===== config.mk =====
export PLATFORM = sky130hd
export DESIGN_NAME = sce_closure_extender
export DESIGN_NICKNAME = d
export VERILOG_FILES = /design/src/include/sce_pkg.sv /design/src/sce_closure_extender.sv
export SDC_FILE = /design/constraint.sdc
export NUM_CORES = 1
export LEC_CHECK = 0
export CORE_MARGIN = 3
export CORE_UTILIZATION = 67
export CTS_BUF_LIST = sky130_fd_sc_hd__clkbuf_16
export CTS_CLUSTER_DIAMETER = 200
export DETAILED_ROUTE_END_ITERATION = 7
export DONT_BUFFER_PORTS = 1
export PLACE_DENSITY_LB_ADDON = 0.3
export SYNTH_ARGS = -nofsm -noshare
export SYNTH_HDL_FRONTEND = slang
export SYNTH_SLANG_ARGS = --single-unit

===== constraint.sdc =====
create_clock -name clock -period 5.55 [get_ports clock]
set_input_delay 0.555 -clock clock [delete_from_list [all_inputs] [get_ports clock]]
set_output_delay 0.555 -clock clock [all_outputs]
set_load 0.03 [all_outputs]

===== src/include/sce_pkg.sv =====
package sce_pkg;
  // ****************************************
  // Timing
  // ****************************************
  localparam int unsigned CLK_HZ = 125000000;
  localparam int unsigned OSC_HZ = 100000;
  // Sample period is fifty oscillator periods
  localparam int unsigned SAMPLE_OSC_PERIODS = 50;
  localparam longint unsigned SAMPLE_CYC =
    (longint'(CLK_HZ) * SAMPLE_OSC_PERIODS) / OSC_HZ;
  localparam int unsigned SAMPLE_NS = 500000;
  // Times in microseconds, converted to sample ticks
  localparam int unsigned T_ADD_US = 96500;
  localparam int unsigned T_HALF_US = 500;
  localparam int unsigned T_ONE_US = 1000;
  localparam int unsigned SAMPLE_US = SAMPLE_NS / 1000;
  localparam int unsigned ADD_TICKS = T_ADD_US / SAMPLE_US;
  localparam int unsigned HALF_TICKS = (T_HALF_US + SAMPLE_US - 1) / SAMPLE_US;
  localparam int unsigned ONE_TICKS = (T_ONE_US + SAMPLE_US - 1) / SAMPLE_US;
  localparam int unsigned TICK_W = 9;
  localparam int unsigned DIV_W = 16;
endpackage


===== src/sce_closure_extender.sv =====
`timescale 1ns/1ns
module sce_closure_extender
  import sce_pkg::*;
#(
  parameter int unsigned SAMPLE_CYCLES = 32'(SAMPLE_CYC)
) (
  input wire logic clock, // 125 MHz clock
  input wire logic srst, // Synchronous reset, active high
  input wire logic safing_sense_in, // Comparator flag, low means closure
  input wire logic firing_enable_line_in, // Level seen on firing-enable wire
  output logic closure_flag_out, // High while closure reported
  output logic firing_enable_line_out, // Driven level, always low
  output logic firing_enable_line_oe, // High while pulling the line low
  output logic firing_enable_seen // Synchronised firing-enable level
);

  // Idle: output follows the inverted sense
  // Extension: output high and the firing-enable line pulled low
  // Hold: extension over, output still high until the sensor opens or retriggers
  typedef enum logic [2:0] {
    SCE_IDLE = 3'b001,
    SCE_EXT = 3'b010,
    SCE_HOLD = 3'b100
  } sce_state_t;

  // ****************************************
  // Input synchroniser
  // ****************************************
  // Three flops guard against metastability; a level counts only when the
  // last two agree, which also rejects a one-cycle glitch
  logic [2:0] sense_sync_ff;
  logic [2:0] fen_sync_ff;
  logic sense_ff;
  logic fen_ff;
  logic nxt_sense;
  logic nxt_fen;

  always_comb begin
    nxt_sense = sense_ff;
    if (sense_sync_ff[2] == sense_sync_ff[1]) begin
      nxt_sense = sense_sync_ff[2];
    end
    nxt_fen = fen_ff;
    if (fen_sync_ff[2] == fen_sync_ff[1]) begin
      nxt_fen = fen_sync_ff[2];
    end
  end

  always_ff @(posedge clock) begin
    if (srst) begin
      // Reset assumes an open sensor so release brings no false closure edge
      sense_sync_ff <= 3'h7;
      fen_sync_ff <= 3'h7;
      sense_ff <= 1'h1;
      fen_ff <= 1'h1;
    end else begin
      sense_sync_ff <= {sense_sync_ff[1:0], safing_sense_in};
      fen_sync_ff <= {fen_sync_ff[1:0], firing_enable_line_in};
      sense_ff <= nxt_sense;
      fen_ff <= nxt_fen;
    end
  end

  // ****************************************
  // Sample clock divider
  // ****************************************
  // One tick is one sample period; all durations are counted in ticks
  logic [DIV_W-1:0] div_ff;
  logic [DIV_W-1:0] nxt_div;
  logic tick;

  always_comb begin
    tick = (div_ff == DIV_W'(SAMPLE_CYCLES - 1));
    nxt_div = tick ? '0 : div_ff + DIV_W'(1);
  end

  always_ff @(posedge clock) begin
    if (srst) begin
      div_ff <= '0;
    end else begin
      div_ff <= nxt_div;
    end
  end

  // ****************************************
  // Extension state machine
  // ****************************************
  sce_state_t state_ff;
  sce_state_t nxt_state;
  // Last two samples, newest in bit 0
  logic [1:0] smp_ff;
  logic [1:0] nxt_smp;
  // Ticks inside the extension, then ticks inside the hold
  logic [TICK_W-1:0] ext_ff;
  logic [TICK_W-1:0] nxt_ext;
  logic [TICK_W-1:0] low_ff;
  logic [TICK_W-1:0] nxt_low;
  logic [TICK_W-1:0] high_ff;
  logic [TICK_W-1:0] nxt_high;
  // Set by an interruption long enough to allow a retrigger
  logic armed_ff;
  logic nxt_armed;
  logic flag_ff;
  logic nxt_flag;
  logic oe_ff;
  logic nxt_oe;
  logic trig;

  // Saturating count: a very long closure must not wrap and look short
  function automatic logic [TICK_W-1:0] sat_inc(input logic [TICK_W-1:0] v);
    sat_inc = (&v) ? v : v + TICK_W'(1);
  endfunction

  // Sensor seen open for at least half a millisecond, this sample included
  function automatic logic open_long(input logic s, input logic [TICK_W-1:0] hi);
    open_long = s && (hi >= TICK_W'(HALF_TICKS - 1));
  endfunction

  // Sensor seen closed for at least one millisecond, this sample included
  function automatic logic closed_long(input logic s, input logic [TICK_W-1:0] lo);
    closed_long = !s && (lo >= TICK_W'(ONE_TICKS - 1));
  endfunction

  always_comb begin
    nxt_state = state_ff;
    nxt_smp = smp_ff;
    nxt_ext = ext_ff;
    nxt_low = low_ff;
    nxt_high = high_ff;
    nxt_armed = armed_ff;
    trig = 1'b0;
    if (tick) begin
      nxt_smp = {smp_ff[0], sense_ff};
      // Sampled high then low then low
      trig = smp_ff[1] && !smp_ff[0] && !sense_ff;
      nxt_low = sense_ff ? '0 : sat_inc(low_ff);
      nxt_high = sense_ff ? sat_inc(high_ff) : '0;
      case (state_ff)
        SCE_IDLE: begin
          // A closure that ends before the second low sample never starts one
          if (trig) begin
            nxt_state = SCE_EXT;
            nxt_ext = '0;
            nxt_armed = 1'b0;
          end
        end
        SCE_EXT: begin
          nxt_ext = sat_inc(ext_ff);
          // Long interruption arms a retrigger; short ones change nothing
          if (open_long(sense_ff, high_ff)) begin
            nxt_armed = 1'b1;
          end
          if (armed_ff && closed_long(sense_ff, low_ff)) begin
            nxt_ext = '0;
            nxt_armed = 1'b0;
          end else if (ext_ff == TICK_W'(ADD_TICKS - 1)) begin
            nxt_state = SCE_HOLD;
            nxt_ext = '0;
          end
        end
        SCE_HOLD: begin
          nxt_ext = sat_inc(ext_ff);
          // Closure must outlast the extension end by a full millisecond
          if (closed_long(sense_ff, low_ff) && ext_ff >= TICK_W'(ONE_TICKS - 1)) begin
            nxt_state = SCE_EXT;
            nxt_ext = '0;
            nxt_armed = 1'b0;
          end else if (open_long(sense_ff, high_ff)) begin
            nxt_state = SCE_IDLE;
          end
        end
        default: begin
          nxt_state = SCE_IDLE;
        end
      endcase
    end
    // In idle the output simply follows the inverted sense; extension and hold keep it high
    nxt_flag = (nxt_state == SCE_IDLE) ? !sense_ff : 1'b1;
    nxt_oe = (nxt_state == SCE_EXT);
  end

  always_ff @(posedge clock) begin
    if (srst) begin
      state_ff <= SCE_IDLE;
      smp_ff <= 2'h3;
      ext_ff <= '0;
      low_ff <= '0;
      high_ff <= '0;
      armed_ff <= 1'h0;
      flag_ff <= 1'h0;
      oe_ff <= 1'h0;
    end else begin
      state_ff <= nxt_state;
      smp_ff <= nxt_smp;
      ext_ff <= nxt_ext;
      low_ff <= nxt_low;
      high_ff <= nxt_high;
      armed_ff <= nxt_armed;
      flag_ff <= nxt_flag;
      oe_ff <= nxt_oe;
    end
  end

  // ****************************************
  // Outputs
  // ****************************************
  // The line is open drain: only the enable moves, the driven level stays low
  // Kept as a flop so every output leaves a register
  logic fen_out_ff;

  always_ff @(posedge clock) begin
    fen_out_ff <= 1'h0;
  end

  assign closure_flag_out = flag_ff;
  assign firing_enable_line_oe = oe_ff;
  assign firing_enable_line_out = fen_out_ff;
  // Controller may pull the line low itself for sensor tests
  // The extension never depends on this level; it is only reported
  assign firing_enable_seen = fen_ff;

endmodule // sce_closure_extender

==> results of run 1 <==
==> routing by layer <==
metal | wire [um] | up-vias
li1 | - | 942
met3 | 180 | 4
met2 | 2163 | 33
met1 | 2045 | 884
met4 | 44 | 0
met5 | 0 | -
==> logic make-up (layout without fill, tap and decap cells) <==
logic type | after synthesis | count (layout) | share of synthesized area, %
buffers and inverters | 20 | 16 | 3.808
AO/OA/AOI/OAI | 43 | 43 | 12.80
multiplexers | 1 | 1 | 0.4231
XOR/XNOR | 20 | 20 | 7.404
other | 1 | 1 | 0.1585
flip-flops | 50 | 50 | 42.31
adder cells (fa/ha/maj) | 7 | 7 | 3.702
AND/OR/NAND/NOR | 127 | 127 | 29.40
==> through the flow <==
step	setup WS, ns	std cells	power [mW]
finish	3.244	309	0.6543
global route	3.067	309	0.6784
CTS	3.253	309	0.6609
detailed placement	3.262	302	0.3854
global placement	3.380	302	0.3843
floorplan	3.555	269	0.3857
==> layout by cell type, fill, tap and decap left out, drive strengths merged, types with 2 or more instances in the layout <==
cell type and instances:
a21o 2, a21oi 16, a311oi 2, and2 3
and3 4, clkbuf 5, dfxtp 50, ha 7
inv 10, nand2 16, nand2b 3, nand3 14
nand3b 2, nand4 6, nor2 34, nor2b 2
nor3 9, nor3b 2, nor4 10, nor4b 3
nor4bb 2, o21ai 8, o21bai 4, o41ai 2
or2 6, or3 5, or4 4, xnor2 12
xor2 8
==> report_power, final <==
group	internal (mW)	switching, mW
Clock	0.161	0.116
Sequential	0.363	0.00228
Combinational	0.00447	0.00800
Total	0.528	0.126
==> registers in the layout, indices dropped and copies added (netlist names), 2 cells and up <==
signal	flops
div_ff	16
ext_ff	9
low_ff	9
fen_sync_ff	3
sense_sync_ff	3
state_ff	3
smp_ff	2
==> final timing paths <==
path / startpoint / end / slack, ns / cells past startpoint
worst max-delay path: div_ff[0] / firing_enable_line_oe / 3.24 / 7
worst min-delay path: srst / low_ff[8] / 0.34 / 1
worst max register to register: div_ff[0] / firing_enable_line_oe / 3.24 / 7
worst min register to register: fen_sync_ff[0] / fen_sync_ff[1] / 0.41 / 1
==> final cells by class <==
type	instances	area, sq um	area share, %
repair buffers	1	7.507	0.3001
inverters	8	30.03	1.201
multi-input cells	199	1275	50.98
flip-flops and latches	50	1001	40.02
clock inverters	2	7.507	0.3001
clock buffers	5	125.1	5.002
well taps	44	55.05	2.201
==> flow_summary.yaml, run 1 <==
cells_and_area:
  postLayoutCellArea_sq_mm: 0.002501
  fin_nets: 276
  drive_gt1_share_pct: 7.547
  n_antenna_cell: 0
  area_delta_synth_final_pct: 5.711
  final_util_pct: 78.09
  num-fill-cells: 227
yosys:
  yosys-top-cells-area: "dfxtp_1 42%, nor2_1 5.4%, xnor2_1 4.4%, ha_1 3.7%, a21oi_1 3.4%"
  synth_edf_count: 0
  ys_ff_latch: 50
  synth_fp_nets: 280
  synth_cell_types: 50
  seq_area_frac_synth_pct: 42.31
  synthFlopType: "dfxtp_1"
  synth.most_common_cell: "dfxtp_1"
  synthCells: 269
  async_reset_ff_share_pct: 0
  netlist_area_sq_mm: 0.002366
  synthTopCellsByCount: "50 x dfxtp_1, 34 x nor2_1, 16 x a21oi_1, 16 x nand2_1, 14 x nand3_1"
  synth.avg_cell_area_sq_um: 8.796
  synth_top_area_share_pct: 42.31
  ys.warnings.count: 0
  yosys.area.top_type: "dfxtp_1"
cts:
  holdBufCountCts: 0
  cts_buffer_depth: 2
  htreeDepth: 2
  clkLatencyLatePin_ns: 0.28
  post_cts_buffers: 0
  cts_tree: "yes"
  cts.sinks: 50
  clk_pin_slew_ns: 0.06
  root_buffer: "clkbuf_16"
  numCtsBuffers: 5
  cts.repair.resized: 0
placement:
  place_area_sq_mm: 0.002369
  gp_congestion: 0.8722
  place_hpwl_mm: 3.065
  io_buffers: 0
worst_setup_path:
  critPathLaunchType: "flip-flop"
  crit_family: "simple AND/OR/NAND/NOR gates"
  cp_slowest_stage_delay_ns: 0.39
  crit_required_ns: 5.73
  setup.worst_path.class: "reg2reg"
  cp_slowest_cell: "nand2b_1"
  critPathBufInv: 1
  cp_max_fo: 29
  path_cells: "ha_1 > and4bb_2 > nand4_1 > buf_4 > nand2b_1 > a2bb2oi_1 > nor4bb_1"
  end_kind: "flip-flop"
  crit_arrival_ns: 2.49
timing:
  setup_viol: 0
  period_needed_ns: 2.306
  maxSlewViolCount: 0
  hold_viol: 0
  worst_slew_pin_slew_ns: 0.7375
  slew_headroom_pct: 50.54
  max_freq_mhz: 433.7
  rsz0062_at_grt: "false"
  period_share_pct: 41.55
  hold_slack_ns: 0.3389
  finalSetupTns_ns: 0
  clock_skew_ns: 0.004672
global_routing:
  met1_usage_pct: 27.82
  use_met2_pct: 40.46
  globalRouteOverflowTotal: 0
  grt_usage_pct: 23.44
  grt_max_degree: 30
  top_usage_layer: "met2"
  grt_pass1_vias: 1743
  use_met3_pct: 7.179
  grt_pass1_wl_mm: 7.707
  antenna_found_initial: 0
die:
  die_h_um: 65.43
  core_region_area_sq_mm: 0.003203
  dieArea_sq_mm: 0.004280
  start_util_pct: 73.87
  die_w_um: 65.43
  rows: 20
  ios: 8
route:
  wl_per_cell_um: 14.35
  drtIter0Drc: 139
  first_pass_iters: 4
  antenna_left: 0
  routed_via_density: 6.029
  finalWirelength_mm: 4.433
  drc_errors: 0
  vias: 1863
pwr:
  peakVddDrop_v: 0.0003210
  p_per_area_mw_per_mm2: 261.6
  p_leak_nw: 0.8731
job:
  drv_cap: 0
status:
  status: "complete, no violations"
hold_path:
  min_path_type: "in2reg"
No activity file was read; power rests on OpenSTA's default activity.
==> run 2: changes to the inputs <==
- CORE_UTILIZATION: 67 -> 62
- clock period: 5.55 -> 2.3 ns (I/O delays scaled with it)
==> flow_summary.yaml, run 2 (same netlist as run 1, synthesis figures left out) <==
status:
  status: "complete, no violations"
pwr:
  swShare_pct: 19.47
  pwr-share-seq_pct: 55.5
  clkPwrFrac_pct: 42.4
  p_switching_mw: 0.3088
  peakVddDrop_v: 0.0005222
  p_comb_share_pct: 2.1
  p_int_mw: 1.277
  p_per_area_mw_per_mm2: 617.2
  p_leak_nw: 0.9099
global_routing:
  globalRouteOverflowTotal: 0
  grt_usage_pct: 21.89
  grt_pass1_wl_mm: 7.693
  grt_pass1_vias: 1746
  antenna_found_initial: 0
  grt_max_degree: 30
hold_path:
  holdPathStages: 1
  min_path_type: "in2reg"
route:
  wl_per_cell_um: 13.58
  finalWirelength_mm: 4.304
  antenna_left: 0
  first_pass_iters: 4
  vias: 1852
  routed_via_density: 5.842
  drtIter0Drc: 112
  drc_errors: 0
cells_and_area:
  largest_reg_flops: 16
  n_antenna_cell: 0
  postLayoutCellArea_sq_mm: 0.002570
  layout_commonest_cell: "dfxtp_1"
  area_delta_synth_final_pct: 8.620
  final_cell_mix: "50 x dfxtp_1, 34 x nor2_1, 16 x nand2_1, 16 x a21oi_1, 14 x nand3_1"
  reg_top3: "div_ff (16), ext_ff (9), low_ff (9)"
  num-fill-cells: 280
  top_register: "div_ff"
  fin_nets: 282
  drive_gt1_share_pct: 9.963
timing:
  clock_skew_ns: 0.004456
  worst_slew_pin_slew_ns: 0.8075
  period_needed_ns: 2.103
  maxSlewViolCount: 0
  hold_viol: 0
  max_freq_mhz: 475.4
  rsz0062_at_grt: "false"
  finalSetupTns_ns: 0
  period_share_pct: 91.45
  setup_viol: 0
  slew_headroom_pct: 45.84
cts:
  numCtsBuffers: 5
  cts_tree: "yes"
  cts_buffer_depth: 2
  root_buffer: "clkbuf_16"
  clkLatencyLatePin_ns: 0.29
  htreeDepth: 2
  clk_pin_slew_ns: 0.06
  post_cts_buffers: 0
  cts.sinks: 50
worst_setup_path:
  setup.worst_path.class: "reg2reg"
  cp_max_fo: 5
  worstSetupPathDepth: 5
  crit_arrival_ns: 2.26
  critPathBufInv: 0
  cp_slowest_cell: "or4_4"
  path_cells: "or4_4 > o41ai_4 > a21boi_0 > o41ai_2 > nor4bb_1"
  end_kind: "flip-flop"
  crit_required_ns: 2.45
  cp_slowest_stage_delay_ns: 0.57
  critPathLaunchType: "flip-flop"
  rr_worst_depth: 5
  crit_family: "compound AO/OA/AOI/OAI gates"
die:
  start_util_pct: 67.70
  core_region_area_sq_mm: 0.003495
  die_w_um: 67.78
  rows: 21
  dieArea_sq_mm: 0.004593
  die_h_um: 67.78
  ios: 8
placement:
  place_hpwl_mm: 3.012
  gp_congestion: 0.8862
  io_buffers: 0
  place_area_sq_mm: 0.002421
job:
  drv_cap: 0
-- run 2: timing repair --
action                     CTS  global route
setup endpoints to repair    0            10
resized for setup            0             2
hold buffers                 0             1
hold endpoints to repair     0             1
-- run 2: final timing paths --
check,startpoint,end,slack (ns)
worst max-delay path,low_ff[4],firing_enable_line_oe,0.20
worst max register to register,low_ff[4],firing_enable_line_oe,0.20
worst min register to register,sense_sync_ff[0],sense_sync_ff[1],0.41
worst min-delay path,srst,state_ff[1],0.01
-- run 2: area by class of cell --
cell class                      instances  area [sq um]  area share [%]
Clock buffer                            5         125.1           4.869
Inverter                                8         30.03           1.168
Sequential cell                        50          1001           38.95
Multi-Input combinational cell        199          1281           49.85
Tap cell                               46         57.56           2.240
Timing Repair Buffer                    7         67.56           2.629
Clock inverter                          2         7.507          0.2921
-- run 2: power by group through the flow --
stage          Combinational [mW]  Clock (mW)  Sequential, mW
3_3_place_gp               0.0315           0           0.899
3_5_place_dp               0.0320           0           0.899
5_1_grt                    0.0383       0.724           0.881
2_1_floorplan              0.0325           0           0.898
6_report                   0.0335       0.672           0.880
4_1_cts                    0.0321       0.691           0.880
-- run 2: per-stage QoR --
| stage | util, % | hold slack (ns) | power (mW) | setup slack [ns] | cells |
|---|---|---|---|---|---|
| 2_1_floorplan | - | 0.3338 | 0.9306 | 0.3050 | 269 |
| 3_3_place_gp | 69.28 | 0.3017 | 0.9305 | 0.2094 | 309 |
| 3_5_place_dp | 69.28 | 0.3036 | 0.9314 | 0.2046 | 309 |
| 4_1_cts | 73.08 | 0.001085 | 1.603 | 0.1900 | 316 |
| 5_1_grt | 73.54 | 0.005511 | 1.643 | 0.03699 | 317 |
| 6_report | 73.54 | 0.01230 | 1.586 | 0.1967 | 317 |
-- run 2: routing by layer --
layer,global-route usage (%),vias up,part of all wire (%),routed length [um]
li1,-,956,-,-
met1,27.97,866,47,2030
met2,35.84,26,48,2063
met3,6.822,4,4.2,180
met4,5.459,0,0.67,29
met5,0,-,0,0
